File: config.mk
export PLATFORM = sky130hd
export DESIGN_NAME = sbcr_regs
export DESIGN_NICKNAME = d
export VERILOG_FILES = /design/src/rtl/sbcr_pkg.sv /design/src/rtl/sbcr_rom_port.sv /design/src/rtl/sbcr_regs.sv
export VERILOG_INCLUDE_DIRS = /design/src /design/src/rtl
export SDC_FILE = /design/constraint.sdc
export NUM_CORES = 1
export LEC_CHECK = 0
export BUFFER_PORTS_ARGS = -buffer_cell sky130_fd_sc_hd__buf_2
export CAP_MARGIN = 20
export CORE_UTILIZATION = 49
export DETAILED_ROUTE_END_ITERATION = 16
export PLACE_DENSITY = 0.79
export SLEW_MARGIN = 20
export SYNTH_ARGS = -nofsm -noshare
export SYNTH_HDL_FRONTEND = slang
export SYNTH_SLANG_ARGS = --single-unit
File: constraint.sdc
create_clock -name clk_i -period 2.5 [get_ports clk_i]
set_input_delay 0.125 -clock clk_i [delete_from_list [all_inputs] [get_ports clk_i]]
set_output_delay 0.125 -clock clk_i [all_outputs]
set_load 0.01 [all_outputs]
File: src/rtl/sbcr_consts.svh
/*
  constants of the serial-bus configuration ROM info register group:
  register offsets, field positions, reset values and ROM addresses.
  assumes it is included by bare name wherever these values are needed.
*/
`ifndef SBCR_CONSTS_SVH
`define SBCR_CONSTS_SVH

`define SBCR_OFF_HDR        8'h18
`define SBCR_OFF_BUSID      8'h1C
`define SBCR_OFF_OPTS       8'h20

`define SBCR_BUSID_VAL      32'h31333934

`define SBCR_ROM_HDR_ADDR   48'hFFFFF0000400
`define SBCR_ROM_BUSID_ADDR 48'hFFFFF0000404
`define SBCR_ROM_OPTS_ADDR  48'hFFFFF0000408

`define SBCR_HDR_RST        32'h00000000
`define SBCR_HDR_WMASK      32'hFFFFFFFF
`define SBCR_CRC_MSB        15
`define SBCR_CRC_LSB        0

`define SBCR_OPTS_RST       32'h00000000
`define SBCR_OPTS_WMASK     32'hF8FF00F0
`define SBCR_OPTS_RO_VAL    32'h00000002
`define SBCR_MAXREC_MSB     15
`define SBCR_MAXREC_LSB     12
`define SBCR_MAXREC_RST     4'hA

`define SBCR_RD_UNMAPPED    32'h00000000

`endif

File: src/rtl/sbcr_pkg.sv
/*
  types and shared helpers of the configuration ROM info register group.
  assumes sbcr_consts.svh is on the include path.
*/
`include "sbcr_consts.svh"

package sbcr_pkg;

  typedef enum logic [1:0] {
    SBCR_Q_NONE,
    SBCR_Q_HDR,
    SBCR_Q_BUSID,
    SBCR_Q_OPTS
  } sbcr_quad_t;

  // byte-lane merge of a write, limited to the writable bits
  function automatic logic [31:0] sbcr_merge(input logic [31:0] old_v,
                                             input logic [31:0] new_v,
                                             input logic [3:0]  sel,
                                             input logic [31:0] wmask);
    logic [31:0] m;
    m = {{8{sel[3]}}, {8{sel[2]}}, {8{sel[1]}}, {8{sel[0]}}} & wmask;
    return (old_v & ~m) | (new_v & m);
  endfunction

  // quadlet decode of a remote configuration ROM address
  function automatic sbcr_quad_t sbcr_rom_decode(input logic [47:0] addr);
    sbcr_quad_t q;
    q = SBCR_Q_NONE;
    if (addr == `SBCR_ROM_HDR_ADDR) begin
      q = SBCR_Q_HDR;
    end else if (addr == `SBCR_ROM_BUSID_ADDR) begin
      q = SBCR_Q_BUSID;
    end else if (addr == `SBCR_ROM_OPTS_ADDR) begin
      q = SBCR_Q_OPTS;
    end
    return q;
  endfunction

endpackage

File: src/rtl/sbcr_rom_port.sv
/*
  remote read port: answers a configuration ROM quadlet read one cycle later.
  assumes the requester is on clk_i and that the quadlet inputs are live values.
*/
`timescale 1ns/1ns
`default_nettype none

module sbcr_rom_port
  import sbcr_pkg::*;
(
  input  wire logic        clk_i,
  input  wire logic        rst_i,
  input  wire logic        req_i,
  input  wire logic [47:0] addr_i,
  input  wire logic [31:0] hdr_i,
  input  wire logic [31:0] busid_i,
  input  wire logic [31:0] opts_i,
  output logic             ack_o,
  output logic [31:0]      data_o,
  output logic             hit_o
);

  logic        ack_q, ack_d;
  logic        hit_q, hit_d;
  logic [31:0] data_q, data_d;
  sbcr_quad_t  quad;

  always_comb begin
    quad   = sbcr_rom_decode(addr_i);
    ack_d  = req_i;
    hit_d  = 1'b0;
    data_d = data_q;
    if (req_i) begin
      hit_d  = (quad != SBCR_Q_NONE);
      data_d = `SBCR_RD_UNMAPPED;
      unique case (quad)
        SBCR_Q_HDR:   data_d = hdr_i;
        SBCR_Q_BUSID: data_d = busid_i;
        SBCR_Q_OPTS:  data_d = opts_i;
        SBCR_Q_NONE:  data_d = `SBCR_RD_UNMAPPED;
      endcase
    end
  end

  always_ff @(posedge clk_i) begin
    if (rst_i) begin
      ack_q  <= 1'b0;
      hit_q  <= 1'b0;
      data_q <= 32'h00000000;
    end else begin
      ack_q  <= ack_d;
      hit_q  <= hit_d;
      data_q <= data_d;
    end
  end

  assign ack_o  = ack_q;
  assign hit_o  = hit_q;
  assign data_o = data_q;

endmodule

`default_nettype wire

File: src/rtl/sbcr_regs.sv
/*
  configuration ROM header, bus identification and bus options registers,
  reached over a classic wishbone slave and read by remote nodes via the rom port.
  assumes eeprom, soft reset and remote requests all come from logic on clk_i.
  assumes one wishbone access at a time, with cyc and stb low between accesses.
  assumes the eeprom loader pulses its load strobe for one cycle per checksum.
  no link activate input: keeping the length fields valid is left to software.
*/
// Local design decision: register access over Wishbone.
// Contract
// - header register is the first configuration ROM quadlet at its fixed address.
// - with eeprom attached, the 16-bit checksum field is loaded from it.
// - without eeprom, upper header bits reset to zero; checksum value undefined.
// - bus identification returns the fixed ascii bus name; writes ignored.
// - bus options register is the second info quadlet, host offset 20h.
// - max request field codes 2^(n+1) bytes; hard reset 2048; soft reset keeps.
`timescale 1ns/1ns
`default_nettype none

module sbcr_regs
  import sbcr_pkg::*;
#(
  parameter int ADR_W = 8
)(
  input  wire logic             clk_i,
  input  wire logic             rst_i,
  input  wire logic             soft_rst_i,
  input  wire logic             wb_cyc_i,
  input  wire logic             wb_stb_i,
  input  wire logic             wb_we_i,
  input  wire logic [ADR_W-1:0] wb_adr_i,
  input  wire logic [3:0]       wb_sel_i,
  input  wire logic [31:0]      wb_dat_i,
  output logic [31:0]           wb_dat_o,
  output logic                  wb_ack_o,
  input  wire logic             eeprom_present_i,
  input  wire logic             eeprom_crc_load_i,
  input  wire logic [15:0]      eeprom_crc_i,
  input  wire logic             rom_rd_req_i,
  input  wire logic [47:0]      rom_rd_addr_i,
  output logic                  rom_rd_ack_o,
  output logic [31:0]           rom_rd_data_o,
  output logic                  rom_rd_hit_o
);

  logic [31:0] hdr_q;
  logic [31:0] hdr_d;
  logic [31:0] opts_q;
  logic [31:0] opts_d;
  logic [3:0]  maxrec_q;
  logic [3:0]  maxrec_d;
  logic        ack_q;
  logic        ack_d;
  logic [31:0] rdat_q;
  logic [31:0] rdat_d;

  logic             req;
  logic             take;
  logic             wr_en;
  logic             hdr_we;
  logic             opts_we;
  logic [ADR_W-1:0] word_adr;
  sbcr_quad_t       host_sel;
  logic [31:0]      opts_view;
  logic [31:0]      busid_view;

  // host register decode; the read mux and both write strobes share it
  function automatic sbcr_quad_t host_decode(input logic [ADR_W-1:0] a);
    sbcr_quad_t q;
    q = SBCR_Q_NONE;
    if (a == ADR_W'(`SBCR_OFF_HDR)) begin
      q = SBCR_Q_HDR;
    end else if (a == ADR_W'(`SBCR_OFF_BUSID)) begin
      q = SBCR_Q_BUSID;
    end else if (a == ADR_W'(`SBCR_OFF_OPTS)) begin
      q = SBCR_Q_OPTS;
    end
    return q;
  endfunction

  // low two address bits ignored; unmapped words read zero and drop writes
  assign word_adr = {wb_adr_i[ADR_W-1:2], 2'b00};
  assign host_sel = host_decode(word_adr);
  assign req      = wb_cyc_i & wb_stb_i;

  // a request is taken in its first cycle and answered in the next
  assign take     = req & ~ack_q;

  // write lands on the edge the master samples ack, never earlier
  assign wr_en    = req & wb_we_i & ack_q;

  // a soft reset in the same cycle wins, so such a write is lost
  assign hdr_we   = wr_en & ~soft_rst_i & (host_sel == SBCR_Q_HDR);
  assign opts_we  = wr_en & ~soft_rst_i & (host_sel == SBCR_Q_OPTS);

  // fixed bus name
  // a host write to this offset is acked and dropped
  assign busid_view = `SBCR_BUSID_VAL;

  // read-only nibbles forced
  // max request lives apart so the masked word never carries it
  assign opts_view = (opts_q & `SBCR_OPTS_WMASK) | `SBCR_OPTS_RO_VAL
                   | {16'h0000, maxrec_q, 12'h000};

  // wishbone handshake and read data
  always_comb begin
    ack_d  = take;
    rdat_d = rdat_q;
    // a write leaves the last read data standing
    if (take && !wb_we_i) begin
      unique case (host_sel)
        SBCR_Q_HDR:   rdat_d = hdr_q;
        SBCR_Q_BUSID: rdat_d = busid_view;
        SBCR_Q_OPTS:  rdat_d = opts_view;
        SBCR_Q_NONE:  rdat_d = `SBCR_RD_UNMAPPED;
      endcase
    end
  end

  // ack drops in the cycle after it was given
  always_ff @(posedge clk_i) begin
    if (rst_i) begin
      ack_q  <= 1'b0;
      rdat_q <= 32'h00000000;
    end else begin
      ack_q  <= ack_d;
      rdat_q <= rdat_d;
    end
  end

  // header register
  always_comb begin
    hdr_d = hdr_q;
    if (soft_rst_i) begin
      hdr_d = `SBCR_HDR_RST;
    end else if (hdr_we) begin
      hdr_d = sbcr_merge(hdr_q, wb_dat_i, wb_sel_i, `SBCR_HDR_WMASK);
    end
    // eeprom checksum load
    // eeprom wins over a coincident host write so the load is never lost
    if (eeprom_present_i && eeprom_crc_load_i) begin
      hdr_d[`SBCR_CRC_MSB:`SBCR_CRC_LSB] = eeprom_crc_i;
    end
  end

  always_ff @(posedge clk_i) begin
    if (rst_i) begin
      // reset upper zero
      // undefined checksum reset taken as zero
      hdr_q <= `SBCR_HDR_RST;
    end else begin
      hdr_q <= hdr_d;
    end
  end

  // bus options register, writable bits only
  always_comb begin
    opts_d = opts_q;
    if (soft_rst_i) begin
      opts_d = `SBCR_OPTS_RST;
    end else if (opts_we) begin
      opts_d = sbcr_merge(opts_q, wb_dat_i, wb_sel_i, `SBCR_OPTS_WMASK);
    end
  end

  always_ff @(posedge clk_i) begin
    if (rst_i) begin
      opts_q <= `SBCR_OPTS_RST;
    end else begin
      opts_q <= opts_d;
    end
  end

  // max request field kept apart: only a hard reset restores it
  always_comb begin
    maxrec_d = maxrec_q;
    if (opts_we && wb_sel_i[1]) begin
      maxrec_d = wb_dat_i[`SBCR_MAXREC_MSB:`SBCR_MAXREC_LSB];
    end
  end

  always_ff @(posedge clk_i) begin
    if (rst_i) begin
      maxrec_q <= `SBCR_MAXREC_RST;
    end else begin
      maxrec_q <= maxrec_d;
    end
  end

  // the rom port answers from its own flops, so remote reads never stall the host
  // remote reads see live values
  sbcr_rom_port u_rom_port (
    .clk_i   (clk_i),
    .rst_i   (rst_i),
    .req_i   (rom_rd_req_i),
    .addr_i  (rom_rd_addr_i),
    .hdr_i   (hdr_q),
    .busid_i (busid_view),
    .opts_i  (opts_view),
    .ack_o   (rom_rd_ack_o),
    .data_o  (rom_rd_data_o),
    .hit_o   (rom_rd_hit_o)
  );

  // outputs straight from their flip-flops
  assign wb_ack_o = ack_q;
  assign wb_dat_o = rdat_q;

endmodule

`default_nettype wire

# After elaboration in Yosys (flattened, before gate mapping)
# Index checks and enable logic that the tools add are counted.
[totals]
reg_bits = 135
inputBits = 117
[op_classes]
reduce_logical = 10
muxes = 11
n_bitwise = 19
eq_ne = 12
[op_table]
columns = ["operator", "n"]
rows = [
  ["$pmux 32 s4", 2],
  ["$eq 48x48->1 const B", 3],
  ["$and 32x32->32", 4],
  ["$not 32->32", 2],
  ["$or 32x32->32", 2],
  ["$mux 16", 3],
  ["$or 32x16->32", 1],
  ["$eq 6x3->1 const B", 2],
  ["$mux 2", 6],
  ["$eq 2x2->1 const B", 4],
  ["$and 1x1->1", 7],
  ["$eq 6x4->1 const B", 1],
  ["$eq 2x1->1 const B", 2],
  ["$logic_not 2->1", 2],
  ["$reduce_or 2->1", 2],
  ["$logic_and 1x1->1", 3],
  ["$not 1->1", 3],
  ["$reduce_bool 3->1", 1],
  ["$reduce_bool 2->1", 1],
  ["$logic_not 1->1", 1],
]

# Longest topological paths before layout
# Gate-level depths: netlist of run 1.
[depth]
word_depth = 9
depth_mapped = 8
ltp_nobuf = 5

# Modules after synthesis
# From an unflattened synthesis of run 1, not the netlist that was laid out.
[hier_totals]
cells_unflattened = 619
area_unflattened_um2 = 5421.4
[by_module_without_submodules]
columns = ["mod", "n_inst", "cells_each", "seq_area_each_um2", "area_per_inst_um2"]
rows = [
  ["sbcr_regs", 1, 386, 1721.7, 3557.2],
  ["sbcr_rom_port", 1, 233, 680.7, 1864.3],
]

# Least setup slack after synthesis of run 1
# Ideal clock, no wire load.
[synth_path]
kind = "input -> register"
from = "in rom_rd_addr_i[5]"
to = "reg u_rom_port.data_q[28], in the netlist u_rom_port.data_o[28]"
n_path_buf = 1
t_arrival_ps = 1837
setup_time_ps = 75
path_slack_ps = 588
path_stages = 6
path_cell_list = "or4_4 nor4b_4 nor4b_4 buf_6 a31oi_1 o22ai_1"
[synth_between]
elab_chain_len = 6
[synth_rtl]
columns = ["item", "line_no", "text"]
rows = [
  ["start, declared", "sbcr_regs.sv:40", "input wire logic [47:0] rom_rd_addr_i,"],
  ["$eq 48x48->1 (no line)", "-", ""],
  ["$mux 2", "sbcr_pkg.sv:34", "end else if (addr == `SBCR_ROM_OPTS_ADDR) begin"],
  ["$mux 2", "sbcr_pkg.sv:32", "end else if (addr == `SBCR_ROM_BUSID_ADDR) begin"],
  ["$mux 2 (*)", "sbcr_pkg.sv:30", "if (addr == `SBCR_ROM_HDR_ADDR) begin"],
  ["$eq 2x2->1 (tied with other cells)", "sbcr_rom_port.sv:36", "unique case (quad)"],
  ["$pmux 32 s4 (*)", "sbcr_rom_port.sv:36", ""],
  ["end signal, assigned", "sbcr_rom_port.sv:53", "data_q <= data_d;"],
  ["end, declared", "sbcr_rom_port.sv:25", "logic [31:0] data_q, data_d;"],
]
# Mark *: on every way between the ends. The rest lies on a longest branch, timed or not.
# A chain may end at the register's enable or synchronous reset.

==> run summary, run 1 <==
Non-Filler Instances: 934
Clock transition at path regs: 0.06 ns
period utilisation layout: 0.886
yosys warns: 0
clk root buf: clkbuf_8
Core Rows: 36
Synth Cell Area: 0.00497 mm^2
WL final: 16,900 um
Clock Skew: 0.00778 ns
RSZ-0062 raised after global routing: no
CTS Hold Bufs: 52
# DRC: 0
DRT Pass-1 Iters: 7
most used flip-flop cell after synthesis: dfxtp_1
clock buffer count from CTS: 17
routed via count: 5,445
worst slew pin tran: 0.795 ns
Die X: 103 um
vias in the first global route: 5,368
Resized Gates After CTS: 0
Net count, final: 904
initial antenna violation count: 1
Gate Count Post-Synth: 555
GP Congestion: 0.792
Hold Violations, Final: 1
Crit path arrival time: 2.61 ns
Max-cap violations: 0
ys async rst share: 0
clk buf depth: 2
max_slew headroom: 0.470
maximum vdd drop: 427 uV
clock latency at the later pin of the worst-skew pair: 0.52 ns
vias per cell: 5.83
postcts setup bufs: 0
Final ANT Viol Nets: 0
die footprint: 0.0106 mm^2
CTS tree: built
Max Slew Vio Count: 0
setup total negative slack: 0 ns
Post-Place Cells: 849
Post-DP HPWL: 10,700 um
f_max: 451 MHz
Seq cells post-synth: 120
input/output buffers: 181
DR WL/cell: 18.1 um
largest net degree at the start of global routing: 72
Initial Utilization: 0.506
grt total ovfl: 0
status: finished, violations left
core box area: 0.00982 mm^2
Hold Worst Slack: -0.000682 ns
post-route core utilization: 0.727
CTS HTree Levels: 4
CP endpoint kind: flip-flop
EDFF count, synth: 0
register area share after synthesis: 0.483
CP Max Fanout: 9
Setup crit start kind: flip-flop
first-pass GRT wire length: 26,400 um
Net Count, Synth: 672
fin crit period: 2.22 ns
initial drt markers: 356
Crit Path Category: flip-flop to flip-flop
Required @ worst endpoint: 2.89 ns
final setup vio count: 0
post-synth cell types: 46
layout cells sized above 1: 0.326
GRT Util Overall: 0.332
Die H: 103 um
Lkg Pwr: 3.26 nW
IO Count: 184
Syn-to-layout area delta: 43.5%
Sink Count: 120
syn avg cell area: 8.96 um^2
failing checks: hold timing
Worst Hold Class: primary input to flip-flop
Power Dens Cells: 674 mW/mm^2
-- layout by cell type, fill, tap and decap left out, types with 3 or more instances in the layout --
master,count
nand2_1,46
clkinv_2,5
buf_2,181
buf_4,20
nor2_1,79
nor3_2,4
a22o_2,8
a22oi_1,16
clkinvlp_4,4
mux2i_1,35
a221oi_1,21
nor3_1,35
dlygate4sd3_1,52
or2_2,3
dfxtp_1,120
nand3_1,19
nor2b_1,3
nor4_1,3
nand4_1,3
bufinv_16,3
clkbuf_16,16
nor4b_1,3
a21oi_1,39
o21ai_0,22
and3_1,11
o22ai_1,12
-- metal layers --
metal | track usage | vias to the layer above | routed length, um
li1 | - | 2496 | -
met1 | 0.400 | 2522 | 6520
met2 | 0.537 | 347 | 8000
met3 | 0.0814 | 80 | 1530
met4 | 0.200 | 0 | 821
met5 | 0 | - | 0
-- Yosys cell counts (2+ instances only) --
library cell / instances / share of area
dfxtp_1: 120 / 0.48
nor2_1: 79 / 0.060
nand2_1: 46 / 0.035
a21oi_1: 39 / 0.039
nor3_1: 36 / 0.036
mux2i_1: 35 / 0.070
clkbuf_1: 30 / 0.023
o21ai_0: 22 / 0.022
a221oi_1: 21 / 0.037
nand3_1: 19 / 0.019
a22oi_1: 16 / 0.024
o22ai_1: 12 / 0.015
and3_1: 11 / 0.014
a22o_2: 8 / 0.016
buf_6: 4 / 0.0091
nor4_1: 4 / 0.0050
dlygate4sd1_1: 3 / 0.0053
nand4_1: 3 / 0.0038
nor2b_1: 3 / 0.0038
nor3_2: 3 / 0.0060
nor4b_1: 3 / 0.0053
or2_2: 3 / 0.0038
a211o_1: 2 / 0.0035
a211oi_1: 2 / 0.0030
a311oi_1: 2 / 0.0035
a31oi_1: 2 / 0.0025
and4_2: 2 / 0.0040
and4b_1: 2 / 0.0040
buf_4: 2 / 0.0030
inv_1: 2 / 0.0015
nand4b_1: 2 / 0.0035
nor3b_1: 2 / 0.0030
nor4b_4: 2 / 0.0096
-- critical path: stages, from the launching register on --
cell,delay (ns)
dfxtp_1,0.41
nand2_1,0.13
nor3_2,0.51
nand3_1,0.62
mux2i_1,0.36
nor2_1,0.06
-- final cells by class --
type                            instances  area (um^2)
Antenna cell                            1         2.50
Clock buffer                           19          432
Clock inverter                         13          154
Fill cell                             760         2680
Inverter                                3         11.3
Multi-Input combinational cell        392         2390
Sequential cell                       120         2400
Tap cell                              133          166
Timing Repair Buffer                  253         1580
-- report_power, final --
part / leakage, nW / switching (mW) / internal [mW] / total (mW)
Combinational: 2.01 / 0.218 / 0.202 / 0.420
Sequential: 0.974 / 0.0256 / 1.96 / 1.98
Clock: 0.279 / 0.874 / 1.53 / 2.41
Total: 3.26 / 1.12 / 3.69 / 4.81
-- metrics by stage --
step / instance area, um^2 / power, mW / setup slack (ns)
CTS: 7120 / 4.80 / 0.448
detailed placement: 6010 / 2.36 / 0.429
finish: 7140 / 4.81 / 0.285
global route: 7140 / 4.96 / 0.161
global placement: 6010 / 2.35 / 0.513
floorplan: 4970 / 2.18 / 0.588
-- cell families after synthesis --
family	Yosys count	share of synthesized area
AO/OA/AOI/OAI	129	0.173
XOR/XNOR	1	0.00176
buffers and inverters	43	0.0433
flip-flops	120	0.483
multiplexers	35	0.0704
AND/OR/NAND/NOR	227	0.229
-- worst paths after layout --
path                            slack (ns)  cells after the start                       from                   endpoint
worst max-delay path                  0.28                      5        wb_ack_o$_SDFF_PP0_                  flip-flop
worst min-delay path               -0.0007                      3            eeprom_crc_i[1]      hdr_q[1]$_SDFFE_PP0P_
worst max register to register        0.28                      5        wb_ack_o$_SDFF_PP0_                  flip-flop
worst min register to register        0.45                      2  wb_dat_o[11]$_SDFFE_PP0P_  wb_dat_o[11]$_SDFFE_PP0P_
Note: power is estimated with default switching activity, not from simulation.
==> run 2: changes to the inputs <==
--- a/config.mk
+++ b/config.mk
@@ -10,6 +10,7 @@
 export CAP_MARGIN = 20
 export CORE_UTILIZATION = 49
 export DETAILED_ROUTE_END_ITERATION = 16
+export GPL_TIMING_DRIVEN = 0
 export PLACE_DENSITY = 0.79
 export SLEW_MARGIN = 20
 export SYNTH_ARGS = -nofsm -noshare
==> run 2 against run 1 <==
The run now ends clean. Power shrank 0.80%. Register-to-register slack lost 0.09 ns. First-iteration DRC count grew 43%. Critical path type unchanged.
==> run summary, run 2 (synthesized netlist as in run 1, its figures left out) <==
Core Rows: 36
Inserted Diodes: 0
CP Max Fanout: 10
postcts setup bufs: 0
# fillers: 738
most common cell after layout, fill and taps aside: buf_2
first-pass GRT wire length: 28,200 um
Syn-to-layout area delta: 44.8%
slowest cell on the critical path: clkbuf_1
core box area: 0.00982 mm^2
Sink Count: 120
WL final: 18,300 um
Post-Place Cells: 867
Lkg Pwr: 3.26 nW
max_slew headroom: 0.479
GRT Util Overall: 0.358
Non-Filler Instances: 955
fin crit period: 2.30 ns
Clock Skew: 0.00816 ns
grt total ovfl: 0
clock latency at the later pin of the worst-skew pair: 0.52 ns
Die H: 103 um
Hold Worst Slack: 0.0149 ns
Max Slew Vio Count: 0
GP Congestion: 0.874
DR WL/cell: 19.2 um
Net count, final: 926
clk buf depth: 2
cell family with most CP delay: buffers and inverters
final setup vio count: 0
f_max: 434 MHz
die footprint: 0.0106 mm^2
vias in the first global route: 5,624
Clock transition at path regs: 0.06 ns
Required @ worst endpoint: 2.94 ns
CTS HTree Levels: 4
vias per cell: 6.04
input/output buffers: 179
Final ANT Viol Nets: 0
largest net degree at the start of global routing: 17
WP buf/inv: 2
most frequent cells in the layout: buf_2 (180), dfxtp_1 (120), nor2_1 (79), dlygate4sd3_1 (56), nand2_1 (46)
Power Dens Cells: 663 mW/mm^2
routed via count: 5,764
Crit path arrival time: 2.75 ns
CP endpoint kind: flip-flop
Max-cap violations: 0
RSZ-0062 raised after global routing: no
layout cells sized above 1: 0.299
Crit Path Category: flip-flop to flip-flop
# DRC: 0
CTS tree: built
period utilisation layout: 0.922
Hold Violations, Final: 0
initial antenna violation count: 0
clk root buf: clkbuf_8
DRT Pass-1 Iters: 6
Die X: 103 um
Post-DP HPWL: 12,000 um
maximum vdd drop: 463 uV
IO Count: 184
worst slew pin tran: 0.777 ns
initial drt markers: 508
setup total negative slack: 0 ns
clock buffer count from CTS: 17
Worst Hold Class: primary input to flip-flop
Initial Utilization: 0.506
CP Cell Sequence: nor3_2 -> clkbuf_1 -> clkbuf_1 -> nor2_1 -> nor3_1
Setup crit start kind: flip-flop
Worst path max stage delay: 0.61 ns
most frequent CP cell: clkbuf_1
status: completed
## run 2: final timing paths
kind	start	endpoint	slack (ns)	cells after the start
setup / recovery	wb_ack_o$_SDFF_PP0_	wb_dat_o[18]$_SDFFE_PP0P_	0.20	5
hold / removal	wb_adr_i[2]	wb_dat_o[24]$_SDFFE_PP0P_	0.01	3
setup reg to reg	wb_ack_o$_SDFF_PP0_	wb_dat_o[18]$_SDFFE_PP0P_	0.20	5
hold reg to reg	wb_dat_o[8]$_SDFFE_PP0P_	wb_dat_o[8]$_SDFFE_PP0P_	0.45	2
## run 2: final cells by class
| class | count | area [um^2] | area share |
|---|---|---|---|
| timing repair buffer | 235 | 1460 | 0.202 |
| sequential | 120 | 2400 | 0.334 |
| tap | 133 | 166 | 0.0231 |
| clock buffer | 19 | 442 | 0.0613 |
| clock inverter | 13 | 129 | 0.0179 |
| multi-input combinational | 392 | 2390 | 0.332 |
| buffer | 40 | 204 | 0.0283 |
| inverter | 3 | 11.3 | 0.00156 |
## run 2: stage by stage
stage / utilization / setup WS [ns] / power, mW / area (um^2)
floorplan: - / 0.588 / 2.18 / 4970
global placement: 0.615 / 0.0513 / 2.36 / 6040
detailed placement: 0.615 / -0.0160 / 2.38 / 6040
CTS: 0.730 / 0.267 / 4.73 / 7170
global route: 0.733 / 0.0150 / 4.90 / 7200
finish: 0.733 / 0.196 / 4.77 / 7200
## run 2: worst register-to-register path: cells and delay by family (launching register included)
kind                   cells  cell delay (ns)
and+or+nand+nor            3             0.83
DFF                        1             0.36
buffers and inverters      2             1.04
## run 2: timing repair
item	in CTS	in global routing
hold endpoints to repair	59	0
gates resized for setup	1	1
gates cloned	0	0
hold buffers	56	0
setup endpoints to repair	9	9
## run 2: routing by layer
| metal | GRT usage | routed length, um | vias up |
|---|---|---|---|
| met4 | 0.218 | 1040 | 0 |
| met2 | 0.581 | 8550 | 417 |
| li1 | - | - | 2535 |
| met5 | 0 | 0 | - |
| met1 | 0.435 | 7010 | 2702 |
| met3 | 0.0786 | 1690 | 110 |
## run 2: report_power, final
group / total, mW / switching (mW) / internal [mW]
clock network: 2.34 / 0.880 / 1.46
logic: 0.450 / 0.240 / 0.210
registers: 1.98 / 0.0286 / 1.96
